===== src/hw/rsc_pkg.sv =====
// Notes on behaviour
// - The push opcode 0x0005 writes the program counter plus two into the stack top entry.
// - On push, the old top value moves one level down the return stack, until the next push or pop moves it again.
// - Push is one word and one cycle, writes the stack in Q2 and leaves flags alone.
// - Relative call decodes from upper bits 11011 and an 11-bit signed word offset.
// - Relative call pushes the counter plus two as return address before branching.
// - Relative call jumps to the counter plus two plus twice the offset in two cycles.
// - The opcode 0x00FF returns every master clear reset register and flag to reset.
// - The pop opcode 0x0006 discards the top entry, so the entry below becomes the new top.
`default_nettype none
package rsc_pkg;
    //----------------------------------------------------------------
    // opcodes and quarter phases
    //----------------------------------------------------------------
    localparam logic [15:0] RSC_OP_PUSH  = 16'h0005;
    localparam logic [15:0] RSC_OP_POP   = 16'h0006;
    localparam logic [15:0] RSC_OP_RESET = 16'h00FF;
    localparam logic [4:0]  RSC_CALL_HI  = 5'h1B;
    localparam int          RSC_OFS_W    = 11;
    localparam logic [1:0]  RSC_Q1       = 2'h0;
    localparam logic [1:0]  RSC_Q2       = 2'h1;
    localparam logic [1:0]  RSC_Q3       = 2'h2;
    localparam logic [1:0]  RSC_Q4       = 2'h3;
    localparam int          RSC_PC_STEP  = 2;

    typedef enum logic [1:0] {RSC_ST_FETCH, RSC_ST_CALL_NOP} rsc_state_type;
endpackage
`default_nettype wire


===== src/hw/rsc_core.sv =====
`default_nettype none
// executes push, pop, relative call and software reset per quarter phase
module rsc_core
    import rsc_pkg::*;
#(
    parameter int AW    = 21,
    parameter int DEPTH = 31
) (
    // clock and reset
    input  wire logic          i_sys_clk,
    input  wire logic          i_rst_b,
    // instruction from decoder
    input  wire logic          i_instr_valid,
    input  wire logic [15:0]   i_instr,
    // program counter
    input  wire logic          i_pc_load,
    input  wire logic [AW-1:0] i_pc_value,
    output logic      [AW-1:0] o_pc,
    // status
    output logic      [1:0]    o_qphase,
    output logic      [AW-1:0] o_stack_top_entry,
    output logic               o_busy,
    output logic               o_master_clear_reset,
    output logic               o_flags_hold
);
    //----------------------------------------------------------------
    // parameter checks
    //----------------------------------------------------------------
    // the scaled offset is sign extended into the counter, so it must fit
    if (AW < 12) begin : g_bad_aw
        $error("rsc_core AW too small for offset");
    end
    if (DEPTH < 2) begin : g_bad_depth
        $error("rsc_core DEPTH too small");
    end

    //----------------------------------------------------------------
    // state
    //----------------------------------------------------------------

    typedef struct packed {
        rsc_state_type st;
        logic [1:0]    q;
        logic [15:0]   ir;
        logic [AW-1:0] pc;
        logic          rst;
    } rsc_core_type;

    rsc_core_type r_reg;
    rsc_core_type r_next;

    logic          push_now;
    logic          pop_now;
    logic [AW-1:0] ret_addr;
    logic [AW-1:0] call_tgt;
    logic [AW-1:0] top;

    //----------------------------------------------------------------
    // decode helpers
    //----------------------------------------------------------------
    function automatic logic is_call(input logic [15:0] w);
        return w[15:11] == RSC_CALL_HI;
    endfunction

    function automatic logic [AW-1:0] word_ofs(input logic [15:0] w);
        logic [AW-1:0] ext;
        ext = AW'($signed(w[RSC_OFS_W-1:0]));
        return {ext[AW-2:0], 1'b0};
    endfunction

    // return address and branch target
    assign ret_addr = r_reg.pc + AW'(RSC_PC_STEP);
    assign call_tgt = ret_addr + word_ofs(r_reg.ir);

    // stack writes happen in Q2, pop in Q3
    assign push_now = (r_reg.st == RSC_ST_FETCH) && (r_reg.q == RSC_Q2)
                      && ((r_reg.ir == RSC_OP_PUSH) || is_call(r_reg.ir));
    assign pop_now  = (r_reg.st == RSC_ST_FETCH) && (r_reg.q == RSC_Q3)
                      && (r_reg.ir == RSC_OP_POP);

    //----------------------------------------------------------------
    // next state
    //----------------------------------------------------------------
    always_comb begin
        r_next     = r_reg;
        r_next.q   = r_reg.q + 2'h1;
        r_next.rst = 1'b0;
        case (r_reg.st)
            RSC_ST_FETCH: begin
                if (r_reg.q == RSC_Q1) begin
                    r_next.ir = i_instr_valid ? i_instr : 16'h0000;
                end
                if (r_reg.q == RSC_Q2 && r_reg.ir == RSC_OP_RESET) begin
                    r_next.rst = 1'b1;
                end
                if (r_reg.q == RSC_Q4) begin
                    if (is_call(r_reg.ir)) begin
                        r_next.pc = call_tgt;
                        r_next.st = RSC_ST_CALL_NOP;
                    end else if (i_pc_load) begin
                        r_next.pc = i_pc_value;
                    end else begin
                        r_next.pc = ret_addr;
                    end
                end
            end
            RSC_ST_CALL_NOP: begin
                if (r_reg.q == RSC_Q4) begin
                    r_next.st = RSC_ST_FETCH;
                    r_next.ir = 16'h0000;
                end
            end
            default: r_next.st = RSC_ST_FETCH;
        endcase
    end

    //----------------------------------------------------------------
    // state register
    //----------------------------------------------------------------
    // software reset returns all to reset values one clock after Q2
    always_ff @(posedge i_sys_clk or negedge i_rst_b) begin
        if (!i_rst_b) begin
            r_reg <= '0;
        end else if (r_reg.rst) begin
            r_reg <= '{st: RSC_ST_FETCH, q: 2'h0, ir: 16'h0000, pc: '0, rst: 1'b0};
        end else begin
            r_reg <= r_next;
        end
    end

    //----------------------------------------------------------------
    // return stack
    //----------------------------------------------------------------
    // software reset empties the stack by a clocked clear, not by a
    // gated reset, so no glitch reaches the asynchronous reset pin
    rsc_stack #(
        .DEPTH (DEPTH),
        .AW    (AW)
    ) u_stack (
        .i_sys_clk (i_sys_clk),
        .i_rst_b   (i_rst_b),
        .i_clear   (r_reg.rst),
        .i_push    (push_now),
        .i_pop     (pop_now),
        .i_data    (ret_addr),
        .o_top     (top)
    );

    //----------------------------------------------------------------
    // outputs
    //----------------------------------------------------------------
    assign o_pc                 = r_reg.pc;
    assign o_qphase             = r_reg.q;
    assign o_stack_top_entry    = top;
    assign o_busy               = r_reg.st == RSC_ST_CALL_NOP;
    assign o_master_clear_reset = r_reg.rst;
    assign o_flags_hold         = ~r_reg.rst;

    //----------------------------------------------------------------
    // assertions
    //----------------------------------------------------------------
    a_push_top_value: assert property (@(posedge i_sys_clk) disable iff (!i_rst_b)
        push_now && !r_reg.rst |=> top == $past(r_reg.pc) + AW'(RSC_PC_STEP))
        else $error("push did not write pc plus two");
    a_push_shift_down: assert property (@(posedge i_sys_clk) disable iff (!i_rst_b)
        push_now && !r_reg.rst |=> u_stack.s_reg.ent[1] == $past(top))
        else $error("old top not moved down");
    // the stack top may only move at the end of Q2, Q3 or a software reset
    a_stack_write_phase: assert property (@(posedge i_sys_clk) disable iff (!i_rst_b)
        !$stable(top) |-> $past(r_reg.q) == RSC_Q2 || $past(r_reg.q) == RSC_Q3
        || $past(r_reg.rst))
        else $error("stack changed outside its phase");
    a_flags_kept: assert property (@(posedge i_sys_clk) disable iff (!i_rst_b)
        r_reg.ir == RSC_OP_PUSH || is_call(r_reg.ir) |-> o_flags_hold)
        else $error("flags disturbed by push or call");
    a_pc_plain_step: assert property (@(posedge i_sys_clk) disable iff (!i_rst_b)
        r_reg.st == RSC_ST_FETCH && r_reg.q == RSC_Q4 && !is_call(r_reg.ir) && !i_pc_load
        |=> o_pc == $past(r_reg.pc) + AW'(RSC_PC_STEP))
        else $error("pc did not step by one word");
    a_call_decode: assert property (@(posedge i_sys_clk) disable iff (!i_rst_b)
        r_reg.st == RSC_ST_FETCH && r_reg.q == RSC_Q2 && r_reg.ir[15:11] == RSC_CALL_HI
        |-> push_now)
        else $error("relative call not decoded");
    a_call_ret_addr: assert property (@(posedge i_sys_clk) disable iff (!i_rst_b)
        push_now && is_call(r_reg.ir) |=> top == $past(r_reg.pc) + AW'(RSC_PC_STEP))
        else $error("call return address wrong");
    // target from twice the offset field, then four idle clocks, then fetch
    a_call_target: assert property (@(posedge i_sys_clk) disable iff (!i_rst_b)
        r_reg.st == RSC_ST_FETCH && r_reg.q == RSC_Q4 && is_call(r_reg.ir) && !r_reg.rst
        |=> o_pc == $past(r_reg.pc) + AW'(RSC_PC_STEP)
            + AW'($signed({$past(r_reg.ir[RSC_OFS_W-1:0]), 1'b0}))
        ##0 o_busy [*4] ##1 !o_busy)
        else $error("call target or nop cycle wrong");
    a_nop_ignores: assert property (@(posedge i_sys_clk) disable iff (!i_rst_b)
        o_busy && r_reg.q != RSC_Q4 |=> $stable(r_reg.ir) && $stable(top) && $stable(o_pc))
        else $error("instruction taken during the idle cycle");
    a_reset_clears: assert property (@(posedge i_sys_clk) disable iff (!i_rst_b)
        r_reg.rst |=> o_pc == '0 && top == '0 && o_qphase == 2'h0 && !o_busy)
        else $error("software reset incomplete");
    a_pop_discards: assert property (@(posedge i_sys_clk) disable iff (!i_rst_b)
        pop_now && !r_reg.rst |=> top == $past(u_stack.s_reg.ent[1]))
        else $error("pop did not expose next entry");

    //----------------------------------------------------------------
    // cover points
    //----------------------------------------------------------------
    c_push: cover property (@(posedge i_sys_clk) disable iff (!i_rst_b)
        push_now && r_reg.ir == RSC_OP_PUSH);
    c_call: cover property (@(posedge i_sys_clk) disable iff (!i_rst_b) o_busy);
    c_call_back: cover property (@(posedge i_sys_clk) disable iff (!i_rst_b)
        push_now && is_call(r_reg.ir) && r_reg.ir[RSC_OFS_W-1]);
    c_pop: cover property (@(posedge i_sys_clk) disable iff (!i_rst_b) pop_now);
    c_reset: cover property (@(posedge i_sys_clk) disable iff (!i_rst_b) r_reg.rst);
endmodule
`default_nettype wire


===== src/hw/rsc_stack.sv =====
`default_nettype none
// return stack storage, one push or pop at a time
module rsc_stack
    import rsc_pkg::*;
#(
    parameter int DEPTH = 31,
    parameter int AW    = 21
) (
    // clock and reset
    input  wire logic          i_sys_clk,
    input  wire logic          i_rst_b,
    // operations
    input  wire logic          i_push,
    input  wire logic          i_pop,
    input  wire logic          i_clear,
    input  wire logic [AW-1:0] i_data,
    // top of stack
    output logic      [AW-1:0] o_top
);
    // refuse sizes the shift logic cannot serve
    if (DEPTH < 2 || AW < 2) begin : g_bad_param
        $error("rsc_stack bad parameters");
    end

    typedef struct packed {
        logic [DEPTH-1:0][AW-1:0] ent;
    } rsc_stk_type;

    rsc_stk_type s_reg;
    rsc_stk_type s_next;

    //----------------------------------------------------------------
    // shift register stack
    //----------------------------------------------------------------
    always_comb begin
        s_next = s_reg;
        if (i_clear) begin
            s_next = '0;
        end else if (i_push) begin
            s_next.ent[0] = i_data;
            for (int i = 1; i < DEPTH; i++) begin
                s_next.ent[i] = s_reg.ent[i-1];
            end
        end else if (i_pop) begin
            for (int i = 0; i < DEPTH - 1; i++) begin
                s_next.ent[i] = s_reg.ent[i+1];
            end
            s_next.ent[DEPTH-1] = '0;
        end
    end

    // state register
    always_ff @(posedge i_sys_clk or negedge i_rst_b) begin
        if (!i_rst_b) begin
            s_reg <= '0;
        end else begin
            s_reg <= s_next;
        end
    end

    assign o_top = s_reg.ent[0];
endmodule
`default_nettype wire


===== config.mk =====
export PLATFORM = sky130hd
export DESIGN_NAME = rsc_core
export DESIGN_NICKNAME = d
export VERILOG_FILES = /design/src/hw/rsc_pkg.sv /design/src/hw/rsc_core.sv /design/src/hw/rsc_stack.sv
export SDC_FILE = /design/constraint.sdc
export NUM_CORES = 1
export LEC_CHECK = 0
export BUFFER_PORTS_ARGS = -buffer_cell sky130_fd_sc_hd__clkbuf_2
export CAP_MARGIN = 30
export CORE_MARGIN = 2
export CORE_UTILIZATION = 59
export CTS_CLUSTER_DIAMETER = 30
export DETAILED_ROUTE_END_ITERATION = 7
export GPL_ROUTABILITY_DRIVEN = 0
export GPL_TIMING_DRIVEN = 0
export PLACE_DENSITY_LB_ADDON = 0.08
export SKIP_CTS_REPAIR_TIMING = 1
export SYNTH_ARGS = -nofsm -noshare
export SYNTH_HDL_FRONTEND = slang
export SYNTH_HIERARCHICAL = 1
export SYNTH_SLANG_ARGS = --single-unit

===== constraint.sdc =====
create_clock -name i_sys_clk -period 7.4 [get_ports i_sys_clk]
set_clock_uncertainty 0.15 [all_clocks]
set_input_delay 0.37 -clock i_sys_clk [delete_from_list [all_inputs] [get_ports i_sys_clk]]
set_output_delay 0.37 -clock i_sys_clk [all_outputs]
set_load 0.005 [all_outputs]

Word level (Yosys, flattened, before mapping)
Index checks and enable logic that the tools add are counted.
{ "classes": {"muxes": 17, "n_reduce_logical": 15, "addsub": 3, "n_bitwise": 1, "n_eq_ne": 12} }
{ "op_table": {"columns": ["operator", "n"], "rows": [
  ["$mux W651", 3],
  ["$mux W21", 3],
  ["$mux W16", 3],
  ["$mux W42", 1],
  ["$eq A16 B3 Y1 const B", 2],
  ["$pmux W16 S2", 1],
  ["$mux W22", 1],
  ["$add A21 B2 Y21 const B", 1],
  ["$add A21 B21 Y21", 1],
  ["$eq A16 B8 Y1 const B", 1],
  ["$ne A3 B2 Y1 const B", 3],
  ["$mux W2", 3],
  ["$reduce_and A3 Y1", 2],
  ["$reduce_bool A3 Y1", 2],
  ["$eq A5 B5 Y1 const B", 1],
  ["$logic_and A1 B1 Y1", 5],
  ["$eq A2 B1 Y1 const B", 2],
  ["$eq A2 B2 Y1 const B", 2],
  ["$logic_not A2 Y1", 2],
  ["$pmux W2 S2", 1],
  ["$reduce_bool A2 Y1", 2],
  ["$ne A3 B1 Y1 const B", 1],
  ["$add A2 B1 Y2 const B", 1],
  ["$reduce_and A2 Y1", 1],
  ["3 further kinds", 3]
]} }
{ "word_totals": {"elab_cells": 84, "regBits": 693, "out_inout_bits": 47, "in_bits": 41} }

Depth between registers and ports, before layout
{ "depth": {"depth_word": 6, "depth_mapped": 14, "ltp_nobuf": 13} }

By module
The synthesis kept the hierarchy.
{ "by_module_without_submodules": {"columns": ["mod", "area_per_inst_um2", "seq_area_each_um2", "instances", "cells_each"], "rows": [
  ["rsc_stack", 33553.4, 16290.6, 1, 2915],
  ["rsc_core", 3657.3, 1026.0, 1, 452]
]} }

Least setup slack after synthesis
Ideal clock, no wire load.
{ "synth_path": {"kind": "register -> register", "startpoint": "register r_reg, in the netlist o_pc[1]", "endpoint": "register r_reg, in the netlist o_pc[20]", "required_time_ns": 7.114, "period_less_slack_ns": 3.168, "path_slack_ns": 4.232, "path_stages_with_launch": 14, "path_buffers": 0, "arrival_time_ns": 2.882, "setup_ns": 0.136, "cell_sequence": "dfrtp_1 > ha_1 > nand3_1 > nor3_1 > nand4_1 > xnor2_1 > ha_1 > nand3_1 > nor3_1 > a221o_1 > a2111o_1 > o211ai_2 > a2111o_1 > nand4_1"} }
{ "synth_between": {"elab_chain_len": 6, "word_cells_on_any_way": 7, "cone_classes": "add/sub: 2; mux: 5"} }
{ "synth_lines": {"columns": ["element", "line_no", "source"], "rows": [
  ["start, declared", "rsc_core.sv:49", "rsc_core_type r_reg;"],
  ["start signal, assigned", "rsc_core.sv:125", "r_reg <= '{st: RSC_ST_FETCH, q: 2'h0, ir: 16'h0000, pc: '0, rst: 1'b0};"],
  ["start signal, assigned", "rsc_core.sv:127", "r_reg <= r_next;"],
  ["$add A21 B2 Y21", "rsc_core.sv:72", "assign ret_addr = r_reg.pc + AW'(RSC_PC_STEP);"],
  ["named net ret_addr[15]", "rsc_core.sv:54", "logic [AW-1:0] ret_addr;"],
  ["$add A21 B21 Y21", "rsc_core.sv:73", "assign call_tgt = ret_addr + word_ofs(r_reg.ir);"],
  ["$mux W21", "rsc_core.sv:97", "if (is_call(r_reg.ir)) begin"],
  ["$mux W21", "rsc_core.sv:96", "if (r_reg.q == RSC_Q4) begin"],
  ["$mux W22", "rsc_core.sv:88", "case (r_reg.st)"],
  ["$mux W42", "rsc_core.sv:124", "end else if (r_reg.rst) begin"]
]} }
The timed path passes the listed nets, and every way through them passes these cells. The select of a mux whose other input is x is not followed.
A chain may end at the register's enable or synchronous reset.

Final worst setup path
Same ends and word-level chain as after synthesis.

==> summary.txt <==
Drt
  • Routed vias: 27493
  • # DRC: 0
  • Routed Antenna Nets: 0
  • DR vias/cell: 5.96
  • Final wirelength: 93400 um
  • Drt first pass iters: 7
  • Drt wl/cell: 20.2 um
  • DR iter-0 viols: 1896

GRT
  • Pin count of the biggest net entering global routing: 120
  • First-pass GRT wire length: 154000 um
  • Antenna violations before repair: 0
  • Tot GR Track Use: 0.292
  • Overflow after GRT: 0
  • Vias in the first global route: 29134

Synth
  • Largest area contributor in the netlist: dfrtp_1
  • Synthesized flop and latch total: 692
  • Synthesized area: 37200 um2
  • Post-synth top area share: 0.465
  • Syn avg cell area: 11.1 um2
  • Seq/Total Area, Yosys: 0.465
  • Net count after synthesis: 3433
  • Ys Warns: 6
  • Primary FF master, synth: dfrtp_1
  • Post-synth EDFFs: 0
  • Yosys cell types: 64
  • Synth area leaders: dfrtp_1 47%, mux2i_1 17%, a211oi_1 13%
  • Mapped Cells: 3367
  • Fraction of registers with async set/reset: 1.00

Power and ir drop
  • Pint: 8.81 mW
  • Pwr per Cell Area: 259 nW/um2
  • Clock power share: 0.573
  • Sequential power share: 0.365
  • Combinational power share: 0.061
  • Overall Power: 11.5 mW
  • Leakage power figure: 18.8 nW
  • Switching Share: 0.233
  • Net Switching: 2.68 mW
  • VDD IR-drop max: 0.000217 V

Timing
  • Worst-Margin Slew: 0.717 ns
  • # setup viols final: 0
  • Fin. max-slew vios: 0
  • Final worst path period share: 0.629
  • Fin Setup TNS: 0 ns
  • RSZ-0062 raised after global routing: no
  • Slew HR: 0.522
  • Final hold vios: 4
  • Fmax: 0.215 GHz
  • Minimum clock period: 4.66 ns
  • Hold Slack: -0.0264 ns

Setup path
  • CP max stage delay: 0.58 ns
  • Buf/Inv on CP: 1
  • Worst-path cell with the longest stage delay: dlygate4sd3_1
  • CP Data Required Time: 7.89 ns
  • Crit path max fanout: 7
  • WS Path Type: reg -> reg
  • Critical R2R Launch: o_pc[1]$_DFFE_PN0P_
  • Critical path's top delay family: simple AND/OR/NAND/NOR gates
  • RR Endpoint: o_pc[20]$_DFFE_PN0P_
  • Depth of the most critical reg-to-reg path: 14
  • Arrival @ worst endpoint: 5.14 ns
  • Worst R2R Setup Slack: 2.74 ns
  • Worst path cell trace: ha_1 > nand3_1 > nor3_1 > nand4_1 > xnor2_1 > ha_1 > nand3_1 > nor3_1 > a221o_1 > a2111o_1 > o211ai_2 > o2111ai_1 > dlygate4sd3_1 > nand4_1
  • Crit end category: register
  • Startpoint types: register

Floorplanning
  • Starting Density: 0.593
  • # rows: 92
  • Die W: 255 um
  • CORE AREA: 62700 um2
  • Die area: 65100 um2
  • I/O pins: 88
  • Height of the die: 255 um

Worst hold path
  • Endpoint, Worst Hold: o_pc[19]$_DFFE_PN0P_
  • Hold/Removal Path Class: in -> reg
  • Hold Path Origin: i_pc_value[19]
  • WHS Path Cells: 4

Clocking
  • Num Clock Sinks: 692
  • H-tree level count: 4
  • Root Buffer: clkbuf_16
  • CTS Buf Count: 150
  • Clock Latency Late Sink: 0.72 ns
  • CTS tree: built
  • CTS Buffer Depth: 3
  • CTS clk-pin slew, worst paths: 0.05 ns

Run
  • Max-cap viol count: 0

Run status
  • Failing checks: hold timing
  • Status: finished with violations

Place
  • Dpl hpwl: 65200 um
  • PortBufs: 87

Layout
  • Area growth from synthesis to layout: 19.1%
  • Number of flip-flops in the largest register: 630
  • Layout cell share with drive strength beyond 1: 0.140
  • Net count, final: 3713
## cell usage in the layout (no fill, tap or decap), types with 11 or more instances in the layout
| cell type | count |
|---|---|
| dfrtp_1 | 692 |
| mux2i_1 | 643 |
| nor2b_1 | 636 |
| a211oi_1 | 630 |
| clkbuf_1 | 195 |
| clkbuf_16 | 156 |
| nand2_1 | 92 |
| clkbuf_2 | 87 |
| buf_2 | 79 |
| a21oi_1 | 51 |
| buf_4 | 50 |
| o21ai_0 | 42 |
| buf_8 | 40 |
| dlygate4sd3_1 | 34 |
| clkinv_2 | 28 |
| nor2_1 | 27 |
| ha_1 | 24 |
| clkbuf_8 | 23 |
| xnor2_1 | 20 |
| or3b_1 | 20 |
| bufinv_16 | 13 |
| inv_1 | 12 |
| nor3_1 | 12 |
| nand4_1 | 11 |
## synthesized netlist by cell type, types with 3 or more instances
cell type	count
buf_6	3
nand4_1	11
a31oi_1	4
a21o_1	7
nand2_1	92
buf_12	4
ha_1	24
xnor2_1	20
and4_1	5
a211oi_1	630
nor2_1	27
nand2b_1	5
inv_1	12
clkbuf_4	6
buf_4	50
clkbuf_1	166
xor2_1	9
nand3_1	8
nor2b_1	636
dfrtp_1	692
o21ai_0	42
nor4_1	3
o211ai_1	7
mux2i_1	643
or3b_1	20
buf_8	40
o21a_1	4
buf_2	79
nor3_1	12
o221ai_1	7
a21oi_1	51
and3_1	6
## cell families (layout without fill, tap and decap cells)
family                     count (synthesis)  count (layout)  synth area share
other                                      0               1                 0
adders and majority gates                 25              25           0.00861
buffers and inverters                    362             761            0.0593
xor gates and xnor gates                  29              29           0.00683
DFF                                      692             692             0.465
muxes                                    643             643             0.173
and+or+nand+nor                          840             840             0.135
AOI/OAI and AO/OA                        776             776             0.152
## metal layers
metal | wire length, um | vias up | GRT usage | share of wire
li1 | - | 12888 | - | -
met1 | 42900 | 13812 | 0.406 | 0.46
met2 | 44500 | 610 | 0.466 | 0.48
met3 | 3840 | 183 | 0.0473 | 0.041
met4 | 2180 | 0 | 0.104 | 0.023
met5 | 0 | - | 0 | 0
## per-stage QoR
step	worst slack, ns	std cells	util	hold slack [ns]	area (um2)
2_1_floorplan	4.23	3367	-	-0.0756	37200
3_3_place_gp	-9.90	4300	0.617	0.345	38700
3_5_place_dp	3.47	4306	0.620	0.123	38900
4_1_cts	3.42	4577	0.700	-0.637	43900
5_1_grt	2.58	4612	0.706	0.00276	44300
6_report	2.74	4613	0.706	-0.0264	44300
## power groups by stage
stage / registers (mW) / logic (mW) / clock network, mW
after global routing: 4.22 / 0.778 / 6.87
after floorplan: 4.16 / 0.453 / 0
final: 4.20 / 0.704 / 6.58
after CTS: 4.19 / 0.687 / 6.67
after detailed placement: 4.24 / 0.678 / 0
after global placement: 4.24 / 0.643 / 0
## how the worst max path moves through the flow
stage                              from                             end  slack (ns)  depth (start not counted)
global route        o_pc[1]$_DFFE_PN0P_            o_pc[20]$_DFFE_PN0P_        2.58                         14
CTS                 o_pc[1]$_DFFE_PN0P_            o_pc[20]$_DFFE_PN0P_        3.42                         13
finish              o_pc[1]$_DFFE_PN0P_            o_pc[20]$_DFFE_PN0P_        2.74                         14
detailed placement  o_pc[1]$_DFFE_PN0P_            o_pc[20]$_DFFE_PN0P_        3.47                         13
floorplan           o_pc[1]$_DFFE_PN0P_            o_pc[20]$_DFFE_PN0P_        4.23                         13
global placement                i_rst_b  u_stack/s_reg[177]$_DFFE_PN0P_       -9.90                          1
## area by class of cell
cell class                      count  area, um2
Antenna cell                        1       2.50
Buffer                            349       2160
Clock buffer                      207       4320
Clock inverter                     64        744
Fill cell                        4547      18400
Inverter                           13       48.8
Multi-Input combinational cell   2313      17700
Sequential cell                   692      17300
Tap cell                          846       1060
Timing Repair Buffer              128        970
## worst min-delay path: cells and delay by family
family	cells	cell delay (ns)
buf+inv	1	0.09
compound gates	3	0.32
No activity file was read; power rests on OpenSTA's default activity.
